**src/include/carm_pkg.sv**
```systemverilog
package carm_pkg;
    localparam logic [5:0] CARM_ADDR_CA_REF     = 6'h0C;
    localparam logic [5:0] CARM_ADDR_SP_CTRL    = 6'h0D;
    localparam int         CARM_LEVEL_LSB       = 0;
    localparam int         CARM_LEVEL_W         = 6;
    localparam int         CARM_RANGE_BIT       = 6;
    localparam int         CARM_VARIANT_BIT     = 7;
    localparam int         CARM_SP_WR_BIT       = 6;
    localparam int         CARM_SP_OP_BIT       = 7;
    localparam logic [5:0] CARM_LEVEL_RST       = 6'h0D;
    localparam logic       CARM_RANGE_RST       = 1'b1;
    localparam logic       CARM_VARIANT_RST     = 1'b0;
    localparam logic [5:0] CARM_LEVEL_MAX       = 6'h32;
    localparam logic [7:0] CARM_SP_CTRL_RST     = 8'h00;
    localparam int         CARM_RD_LAT          = 4;
    localparam int         CARM_DQ_W            = 16;
    // reference in units of 0.1 percent of supply
    localparam logic [9:0] CARM_BASE_R0         = 10'd100;
    localparam logic [9:0] CARM_BASE_R1         = 10'd220;
    localparam logic [9:0] CARM_STEP            = 10'd4;
endpackage

```
**src/logic/carm_ca_ref_mr.sv**
```systemverilog
// Operation
// - read drives eight bits on low lanes, other lanes zero
// - level write goes to set point chosen by write-select
// - bit 6 picks reference range, range 1 default
// - range holds until rewritten or reset
// - two copies; reads and writes reach write-select copy only
// - operate-select copy alone drives level and range
// - inactive copy may change without disturbing operation
// - variant bit undefined on non-byte parts; controller ignores
// - bit 7 selects training variant, zero default
// - level codes up to 110010, 0.4 percent steps
// - reset gives range 1, level 001101, variant 0
// - write-select bit steers mode register writes
// - operate-select bit picks governing copy
`timescale 1ns/1ps
module carm_ca_ref_mr
    import carm_pkg::*;
(
    input  wire logic                 clk_sys,
    input  wire logic                 rst,
    input  wire logic                 ce,
    input  wire logic                 mrw_valid,
    input  wire logic                 mrr_valid,
    input  wire logic [5:0]           mr_addr,
    input  wire logic [7:0]           mr_wdata,
    output logic                      rd_valid,
    output logic      [CARM_DQ_W-1:0] rd_dq,
    output logic      [5:0]           active_level_code,
    output logic                      active_range_select,
    output logic                      active_training_variant,
    output logic                      level_code_reserved,
    output logic      [9:0]           reference_permille
);
    import carm_pkg::*;

    logic [7:0] spc_q;
    logic [7:0] spc_d;
    logic       sp_wr;
    logic       sp_op;
    logic [7:0] copy_val [2];
    logic [1:0] copy_we;
    logic       hit_ref;
    logic [7:0] act;
    logic [7:0] act_q;
    logic [9:0] base;

    assign hit_ref = mr_addr == CARM_ADDR_CA_REF;
    assign sp_wr   = spc_q[CARM_SP_WR_BIT];
    assign sp_op   = spc_q[CARM_SP_OP_BIT];

    // set point control bits tracked locally
    always_comb
    begin
        spc_d = spc_q;
        if (mrw_valid && mr_addr == CARM_ADDR_SP_CTRL)
            spc_d = mr_wdata;
    end

    always_ff @(posedge clk_sys)
    begin
        if (rst)
            spc_q <= CARM_SP_CTRL_RST;
        else if (ce)
            spc_q <= spc_d;
    end

    genvar g;
    generate
        for (g = 0; g < 2; g++)
        begin : g_copy
            assign copy_we[g] = mrw_valid && hit_ref && (sp_wr == 1'(g));
            carm_sp_copy u_copy (
                .clk_sys (clk_sys),
                .rst     (rst),
                .ce      (ce),
                .wr_en   (copy_we[g]),
                .wr_data (mr_wdata),
                .value   (copy_val[g])
            );
        end
    endgenerate

    // read returns write-selected copy
    carm_rd_pipe u_rd (
        .clk_sys (clk_sys),
        .rst     (rst),
        .ce      (ce),
        .in_vld  (mrr_valid && hit_ref),
        .in_data (copy_val[sp_wr]),
        .out_vld (rd_valid),
        .out_dq  (rd_dq)
    );

    assign act = copy_val[sp_op];

    always_ff @(posedge clk_sys)
    begin
        if (rst)
            act_q <= {CARM_VARIANT_RST, CARM_RANGE_RST, CARM_LEVEL_RST};
        else if (ce)
            act_q <= act;
    end

    assign active_level_code       = act_q[CARM_LEVEL_W-1:0];
    assign active_range_select     = act_q[CARM_RANGE_BIT];
    assign active_training_variant = act_q[CARM_VARIANT_BIT];
    assign level_code_reserved     = act_q[5:0] > CARM_LEVEL_MAX;
    assign base = act_q[CARM_RANGE_BIT] ? CARM_BASE_R1 : CARM_BASE_R0;
    assign reference_permille =
        10'(base + CARM_STEP * {4'h0, act_q[5:0]});

    sel_copy_a: assert property (@(posedge clk_sys) disable iff (rst)
        ce && mrw_valid && hit_ref && !sp_wr && mr_wdata[5:0] <= CARM_LEVEL_MAX
        |=> copy_val[0] == $past(mr_wdata))
        else $error("write-select 0 copy not written");
    other_copy_a: assert property (@(posedge clk_sys) disable iff (rst)
        ce && mrw_valid && hit_ref && sp_wr |=> $stable(copy_val[0]))
        else $error("unselected copy changed");
    op_copy_a: assert property (@(posedge clk_sys) disable iff (rst)
        ce |=> act_q == $past(copy_val[sp_op]))
        else $error("active value not from operate copy");
    rd_lat_a: assert property (@(posedge clk_sys) disable iff (rst)
        (ce && mrr_valid && hit_ref) ##1 ce[*4] |-> rd_valid)
        else $error("read latency wrong");
    rd_upper_a: assert property (@(posedge clk_sys) disable iff (rst)
        rd_dq[CARM_DQ_W-1:8] == 8'h00)
        else $error("upper lanes not zero");
    rsv_hold_a: assert property (@(posedge clk_sys) disable iff (rst)
        ce && copy_we[1] && mr_wdata[5:0] > CARM_LEVEL_MAX
        |=> copy_val[1][5:0] == $past(copy_val[1][5:0]))
        else $error("reserved level stored");
    rst_val_a: assert property (@(posedge clk_sys)
        rst |=> copy_val[0] == 8'h4D && copy_val[1] == 8'h4D)
        else $error("reset value wrong");
    range_hold_a: assert property (@(posedge clk_sys) disable iff (rst)
        !copy_we[0] |=> $stable(copy_val[0][CARM_RANGE_BIT]))
        else $error("range changed without write");
    ref_calc_a: assert property (@(posedge clk_sys) disable iff (rst)
        active_range_select && active_level_code == 6'h0D
        |-> reference_permille == 10'd272)
        else $error("reference level wrong");

    wr1_c: cover property (@(posedge clk_sys) copy_we[1]);
    rd1_c: cover property (@(posedge clk_sys) rd_valid && sp_wr);
    swap_c: cover property (@(posedge clk_sys) sp_op && !sp_wr && copy_we[0]);
endmodule

```
**src/logic/carm_rd_pipe.sv**
```systemverilog
`timescale 1ns/1ps
module carm_rd_pipe
    import carm_pkg::*;
(
    input  wire logic                 clk_sys,
    input  wire logic                 rst,
    input  wire logic                 ce,
    input  wire logic                 in_vld,
    input  wire logic [7:0]           in_data,
    output logic                      out_vld,
    output logic      [CARM_DQ_W-1:0] out_dq
);
    logic [CARM_RD_LAT-1:0] vld_q;
    logic [CARM_RD_LAT-1:0] vld_d;
    logic [7:0]             dat_q [CARM_RD_LAT];
    logic [7:0]             dat_d [CARM_RD_LAT];

    always_comb
    begin
        vld_d    = {vld_q[CARM_RD_LAT-2:0], in_vld};
        dat_d[0] = in_data;
        for (int i = 1; i < CARM_RD_LAT; i++)
            dat_d[i] = dat_q[i-1];
    end

    always_ff @(posedge clk_sys)
    begin
        if (rst)
        begin
            vld_q <= '0;
            for (int i = 0; i < CARM_RD_LAT; i++)
                dat_q[i] <= 8'h00;
        end
        else if (ce)
        begin
            vld_q <= vld_d;
            for (int i = 0; i < CARM_RD_LAT; i++)
                dat_q[i] <= dat_d[i];
        end
    end

    // unused upper lanes forced low
    assign out_vld = vld_q[CARM_RD_LAT-1];
    assign out_dq  = {{(CARM_DQ_W-8){1'b0}}, dat_q[CARM_RD_LAT-1]};
endmodule

```
**src/logic/carm_sp_copy.sv**
```systemverilog
`timescale 1ns/1ps
module carm_sp_copy
    import carm_pkg::*;
(
    input  wire logic       clk_sys,
    input  wire logic       rst,
    input  wire logic       ce,
    input  wire logic       wr_en,
    input  wire logic [7:0] wr_data,
    output logic      [7:0] value
);
    logic [5:0] level_q;
    logic [5:0] level_d;
    logic       range_q;
    logic       range_d;
    logic       var_q;
    logic       var_d;

    always_comb
    begin
        level_d = level_q;
        range_d = range_q;
        var_d   = var_q;
        if (wr_en)
        begin
            // reserved codes keep the old level
            if (wr_data[CARM_LEVEL_W-1:0] <= CARM_LEVEL_MAX)
                level_d = wr_data[CARM_LEVEL_W-1:0];
            range_d = wr_data[CARM_RANGE_BIT];
            var_d   = wr_data[CARM_VARIANT_BIT];
        end
    end

    always_ff @(posedge clk_sys)
    begin
        if (rst)
        begin
            level_q <= CARM_LEVEL_RST;
            range_q <= CARM_RANGE_RST;
            var_q   <= CARM_VARIANT_RST;
        end
        else if (ce)
        begin
            level_q <= level_d;
            range_q <= range_d;
            var_q   <= var_d;
        end
    end

    assign value = {var_q, range_q, level_q};
endmodule

```
**config.mk**
```make
export PLATFORM = sky130hd
export DESIGN_NAME = carm_ca_ref_mr
export DESIGN_NICKNAME = d
export VERILOG_FILES = /design/src/include/carm_pkg.sv /design/src/logic/carm_ca_ref_mr.sv /design/src/logic/carm_rd_pipe.sv /design/src/logic/carm_sp_copy.sv
export SDC_FILE = /design/constraint.sdc
export NUM_CORES = 1
export LEC_CHECK = 0
export CAP_MARGIN = 0
export CORE_MARGIN = 2
export CORE_UTILIZATION = 55
export CTS_CLUSTER_SIZE = 40
export DETAILED_ROUTE_END_ITERATION = 10
export DONT_BUFFER_PORTS = 1
export PLACE_DENSITY = 0.71
export SLEW_MARGIN = 15
export SYNTH_ARGS = -nofsm -noshare
export SYNTH_HDL_FRONTEND = slang
export SYNTH_SLANG_ARGS = --single-unit
```
**constraint.sdc**
```tcl
create_clock -name clk_sys -period 3 [get_ports clk_sys]
set_input_delay 0.3 -clock clk_sys [delete_from_list [all_inputs] [get_ports clk_sys]]
set_output_delay 0.3 -clock clk_sys [all_outputs]
set_load 0.005 [all_outputs]
```
==> reports/results.tsv, run 1 <==
stage	metric	value	unit
finish	nNetsFinal	264	
timing	drv_slew	0	
power	clkPwrFrac	36.3	%
synthesis	synth-compound-area-share	6.91	%
synthesis	ys.flop_type	edfxtp_1	
timing	setup_viol	0	
setup_path	worstPathCellList	ha_1 -> nor2b_1 -> o21ai_0 -> or3b_2 -> a21o_1	
finish	fillers	418	
power	switching_share	21.3	%
hold_path	worstHoldPathType	input port to flop	
outcome	run_status	finished clean	
global_route	use_met2	25.5	%
die	io-pin-count	55	
clock_tree	h-tree-depth	3	
setup_path	slowest_stage	or3b_2	
global_route	grt_pass1_vias	1531	
synthesis	synth_adder_area_share	2.51	%
clock_tree	cts_resized	0	
detailed_routing	drt_pre_antenna_iters	4	
detailed_routing	vias	1603	
synthesis	synth_top_family_by_area	simple AND/OR/NAND/NOR gates	
setup_path	reg2reg_slack	1200	ps
setup_path	r2r-start	spc_q[6]	
detailed_routing	wl	4.07	mm
detailed_routing	drc	0	
power	internal-power	1.25	mW
power	power.leakage	1.12	nW
timing	worstMarginPinSlew	699	ps
setup_path	cp_max_fo	5	
global_route	track_usage	16.5	%
finish	drive_gt1_share	7.76	%
clock_tree	post_cts_buffers	0	
job	maxCapViolations	0	
timing	tns	0	ps
timing	rsz0062_at_grt	false	
power	pwr_density_cell	545	nW/µm²
clock_tree	insertion_delay	320	ps
detailed_routing	antenna_left	0	
timing	finClkSkew	3.90	ps
global_route	antenna_found_initial	0	
synthesis	muxShareOfSynthArea	11.1	%
placement	place_congestion	0.706	
synthesis	synth-edff-count	32	
global_route	grt_pass1_wl	6.73	mm
die	fp.dieH	75.2	µm
hold_path	holdPathStages	1	
global_route	grt_use_met1	21.1	%
detailed_routing	dr.first_iter.drc_count	78	
setup_path	worstPathArrival	2060	ps
die	core_area	4820	µm²
synthesis	synth_cell_types	35	
finish	diodes	0	
placement	port_buffers	0	
power	p_seq_share	59.1	%
setup_path	crit_path_end_kind	output port	
synthesis	synth-seq-cells	62	
clock_tree	cts_buffers	9	
clock_tree	clk_pin_slew	60	ps
power	power_switching	0.337	mW
detailed_routing	via_per_inst	5.14	
setup_path	cp-start-kind	flop	
timing	relSlewSlack	53.4	%
setup_path	worstRegToRegCells	4	
synthesis	synth_cells	242	
synthesis	postSynthAreaPerCell	11.5	µm²
clock_tree	clk_path_buf_depth	2	
clock_tree	cts_sinks	62	
setup_path	worstReg2RegEnd	g_copy[1].u_copy.level_q[1]	
finish	syn2layout_area_growth	4.26	%
power	total_power	1.58	mW
hold_path	hold_end	g_copy[0].u_copy.var_q	
clock_tree	root_buffer	clkbuf_8	
timing	period_share	78.6	%
setup_path	cp.required	2700	ps
setup_path	crit_family	simple AND/OR/NAND/NOR gates	
synthesis	async_reset_ff_share	0	%
synthesis	synth_area	2790	µm²
synthesis	synthXorXnorAreaFrac	1.26	%
power	comb_power_share	4.6	%
setup_path	critPathKind	flop to output port	
global_route	busiest_layer	met2	
timing	fmax	424	MHz
global_route	grt_start_max_net_pins	33	
die	rows	25	
die	die_w	75.2	µm
die	die_area	5650	µm²
clock_tree	hold_buffers	0	
global_route	overflow	0	
hold_path	worstHoldStart	rst	
power	peakVddDrop	412	µV
clock_tree	cts_tree	done	
finish	post-route-util	60.3	%
setup_path	critical_path_buf_inv_count	0	
setup_path	max_stage_delay	470	ps
die	initial_core_util	57.9	%
setup_path	setup.worst_path.start	act_q[6]	
timing	finalHoldViolCount	0	
placement	hpwl	2.78	mm
timing	post-route-min-period	2360	ps
synthesis	seq_area_frac_synth	56.0	%
synthesis	synthSimpleGateAreaFrac	15.4	%
detailed_routing	wl_per_cell	13.1	µm
synthesis	ys_warn_count	0	
global_route	use_met3	4.15	%
sequential cells by signal, summed over array words and instances (netlist names):
signal	cells
act_q	8
spc_q	2
g_copy.u_copy.var_q	2
g_copy.u_copy.range_q	2
u_rd.dat_q	32
u_rd.vld_q	4
g_copy.u_copy.level_q	12
power groups by stage:
stage	registers, mW	logic, mW	clock network [mW]
final	0.936	0.0730	0.575
after global routing	0.940	0.0851	0.623
after CTS	0.937	0.0746	0.593
after detailed placement	0.955	0.0742	0
after global placement	0.953	0.0728	0
after floorplan	0.950	0.0823	0
placed cells by master, fill, tap and decap left out, types with 4 or more instances in the layout:
cell type / n
nor2_1: 32
clkbuf_1: 4
inv_1: 6
dfxtp_1: 30
ha_1: 4
clkbuf_8: 9
mux2i_1: 31
a21o_1: 4
edfxtp_1: 32
nand2_1: 12
conb_1: 11
and2_1: 24
o21ai_0: 4
nand2b_1: 4
o211ai_1: 4
a211oi_1: 7
routing by layer:
| metal | up-vias | routed length [µm] |
|---|---|---|
| li1 | 814 | - |
| met1 | 755 | 1910 |
| met2 | 28 | 1980 |
| met3 | 6 | 134 |
| met4 | 0 | 53 |
| met5 | - | 0 |
worst max-delay path by stage:
stage / to / slack, ps / cells after the start
3_3_place_gp: reference_permille[8] / 990 / 5
5_1_grt: reference_permille[8] / 470 / 5
4_1_cts: reference_permille[8] / 630 / 5
3_5_place_dp: reference_permille[8] / 990 / 5
2_1_floorplan: reference_permille[8] / 1120 / 5
6_report: reference_permille[8] / 640 / 5
area by class of cell:
class | instances | area [µm²] | area share [%]
Clock inverter | 3 | 12.5 | 0.430
Sequential cell | 62 | 1560 | 53.7
Inverter | 6 | 22.5 | 0.775
Multi-Input combinational cell | 160 | 1080 | 37.2
Tap cell | 67 | 83.8 | 2.88
Timing Repair Buffer | 1 | 7.51 | 0.258
Clock buffer | 13 | 139 | 4.78
synthesized netlist by cell type (6+ instances only):
library cell,instances,area (µm²)
a211oi_1,7,52.6
and2_1,24,150
buf_4,12,90.1
clkbuf_1,8,30.0
dfxtp_1,30,601
edfxtp_1,32,961
inv_1,6,22.5
mux2i_1,31,310
nand2_1,12,45.0
nor2_1,32,120
through the flow:
| stage | cell area [µm²] | cells | setup WS (ps) | hold WS [ps] |
|---|---|---|---|---|
| after CTS | 2910 | 312 | 625 | 24.3 |
| after detailed placement | 2760 | 296 | 986 | 377 |
| final | 2910 | 312 | 641 | 44.0 |
| after floorplan | 2830 | 252 | 1120 | 424 |
| after global placement | 2760 | 296 | 989 | 376 |
| after global routing | 2910 | 312 | 466 | 22.5 |
kinds of logic (layout without fill, tap and decap cells):
family | count (synthesis) | after routing
buffers and inverters | 30 | 23
muxes | 31 | 31
xor gates and xnor gates | 4 | 4
DFF | 62 | 62
AOI/OAI and AO/OA | 25 | 25
other | 1 | 11
adders and majority gates | 5 | 5
and+or+nand+nor | 84 | 84
No activity file was read; power rests on OpenSTA's default activity.
==> run 2: changes to the inputs <==
PLACE_DENSITY = 0.74   (was 0.71)
clock period = 2.1 ns   (was 3 ns; I/O delays follow)
==> run 2 against run 1 <==
Against the previous run:
- clock skew increased by 3.9 ps
- first-iteration DRC count increased by 21%
- die area unchanged
- sequential share of layout area decreased by 1.6 points
- cell count increased by 1.6%
- global-route usage increased by 0.73 points
- power increased by 50%
- hold slack got worse by 10 ps
- register-to-register slack got worse by 540 ps
- critical path type unchanged
==> reports/results.tsv, run 2 (same netlist as run 1, synthesis figures left out) <==
stage	metric	value	unit
outcome	run_status	finished clean	
hold_path	worstHoldPathType	input port to flop	
timing	fmax	494	MHz
timing	hold_slack	33.7	ps
clock_tree	clk_path_buf_depth	2	
finish	layout_common_cells	32 x nor2_1, 32 x edfxtp_1, 31 x mux2i_1	
finish	syn2layout_area_growth	8.12	%
setup_path	crit_family	flip-flops	
finish	reg_top3	u_rd.dat_q: 32 flops, g_copy.u_copy.level_q: 12 flops, act_q: 8 flops	
placement	port_buffers	0	
die	initial_core_util	57.9	%
timing	fin_ws	75.6	ps
power	switching_share	21.5	%
placement	place_inst	296	
die	fp.dieH	75.2	µm
detailed_routing	dr.first_iter.drc_count	94	
clock_tree	cts_tree	done	
timing	finalHoldViolCount	0	
detailed_routing	via_per_inst	5.24	
finish	seq_area	1570	µm²
finish	nNetsFinal	269	
finish	fin_cells	317	
detailed_routing	antenna_left	0	
clock_tree	clk_pin_slew	70	ps
timing	tns	0	ps
finish	fillers	383	
clock_tree	cts_sinks	62	
finish	largest-register	u_rd.dat_q	
power	pwr_density_cell	787	nW/µm²
detailed_routing	wl	4.49	mm
detailed_routing	drc	0	
finish	diodes	0	
finish	drive_gt1_share	13.6	%
setup_path	worstPathArrival	1810	ps
job	maxCapViolations	0	
timing	setup_viol	0	
clock_tree	insertion_delay	330	ps
global_route	overflow	0	
clock_tree	root_buffer	clkbuf_8	
power	p_seq_share	56.4	%
global_route	grt_pass1_wl	7.07	mm
detailed_routing	drt_pre_antenna_iters	5	
setup_path	max_stage_delay	390	ps
global_route	track_usage	17.2	%
setup_path	crit_path_end_kind	output port	
die	die_area	5650	µm²
power	power.leakage	1.16	nW
global_route	grt_start_max_net_pins	33	
global_route	antenna_found_initial	0	
die	die_w	75.2	µm
placement	hpwl	2.85	mm
clock_tree	h-tree-depth	3	
die	io-pin-count	55	
global_route	grt_pass1_vias	1542	
timing	worstMarginPinSlew	732	ps
timing	period_share	96.4	%
setup_path	cp_max_fo	5	
die	core_area	4820	µm²
detailed_routing	wl_per_cell	14.2	µm
setup_path	r2r-start	spc_q[6]	
setup_path	cp-start-kind	flop	
timing	relSlewSlack	51.2	%
setup_path	critPathKind	flop to output port	
setup_path	reg2reg_slack	660	ps
power	clkPwrFrac	38.3	%
power	total_power	2.37	mW
timing	finClkSkew	7.83	ps
setup_path	setup.worst_path.start	act_q[6]	
finish	multi_input_area	1110	µm²
placement	place_congestion	0.738	
power	power_switching	0.510	mW
die	rows	25	
power	internal-power	1.86	mW
placement	dp_slack	131	ps
setup_path	critical_path_buf_inv_count	1	
timing	drv_slew	0	
setup_path	slowest_stage	dfxtp_4	
hold_path	worstHoldStart	ce	
power	peakVddDrop	574	µV
timing	post-route-min-period	2020	ps
finish	largest_reg_flops	32	
setup_path	worstPathCellList	inv_2 -> ha_1 -> o21ai_2 -> or3b_4 -> a21o_1	
power	comb_power_share	5.4	%
clock_tree	cts_buffers	9	
timing	rsz0062_at_grt	false	
setup_path	cp.required	1890	ps
detailed_routing	vias	1660	
-- run 2: path summary, 6_finish.rpt --
path / to / cells past startpoint
setup / recovery: reference_permille[8] / 5
hold / removal: u_rd.vld_q[0] / 2
setup reg to reg: g_copy[0].u_copy.level_q[5] / 3
hold reg to reg: g_copy[1].u_copy.level_q[5] / 2
-- run 2: repair_timing --
action / 4_1_cts / 5_1_grt
buffers inserted: 1 / 0
cloned: 0 / 0
pin swaps: 2 / 2
gates resized for setup: 9 / 5
setup endpoints to repair: 2 / 3
hold buffers: 3 / 1
endpoints found under the hold margin: 15 / 1
-- run 2: layout make-up --
| cell class | count | share of cell area, % |
|---|---|---|
| Sequential cell | 62 | 52.1 |
| Multi-Input combinational cell | 160 | 36.8 |
| Clock buffer | 14 | 5.40 |
| Tap cell | 67 | 2.78 |
| Timing Repair Buffer | 6 | 1.83 |
| Inverter | 6 | 0.747 |
| Clock inverter | 2 | 0.332 |
-- run 2: routing by layer --
layer	vias to the layer above	track usage, %	routed length [µm]
met4	0	8.19	95
met1	782	21.8	2090
met3	11	6.43	196
met5	-	0	0
met2	40	26.1	2110
li1	827	-	-
-- run 2: stage by stage --
| stage | instance area (µm²) | utilization [%] |
|---|---|---|
| global placement | 2760 | 57.2 |
| floorplan | 2830 | - |
| CTS | 2990 | 62.0 |
| global route | 3010 | 62.6 |
| detailed placement | 2760 | 57.2 |
| finish | 3010 | 62.6 |
-- run 2: power by group through the flow --
stage	Sequential [mW]	Clock [mW]	Combinational [mW]
global placement	1.36	0	0.102
detailed placement	1.36	0	0.106
CTS	1.34	0.934	0.121
global route	1.34	0.982	0.142
finish	1.34	0.907	0.127
floorplan	1.36	0	0.118
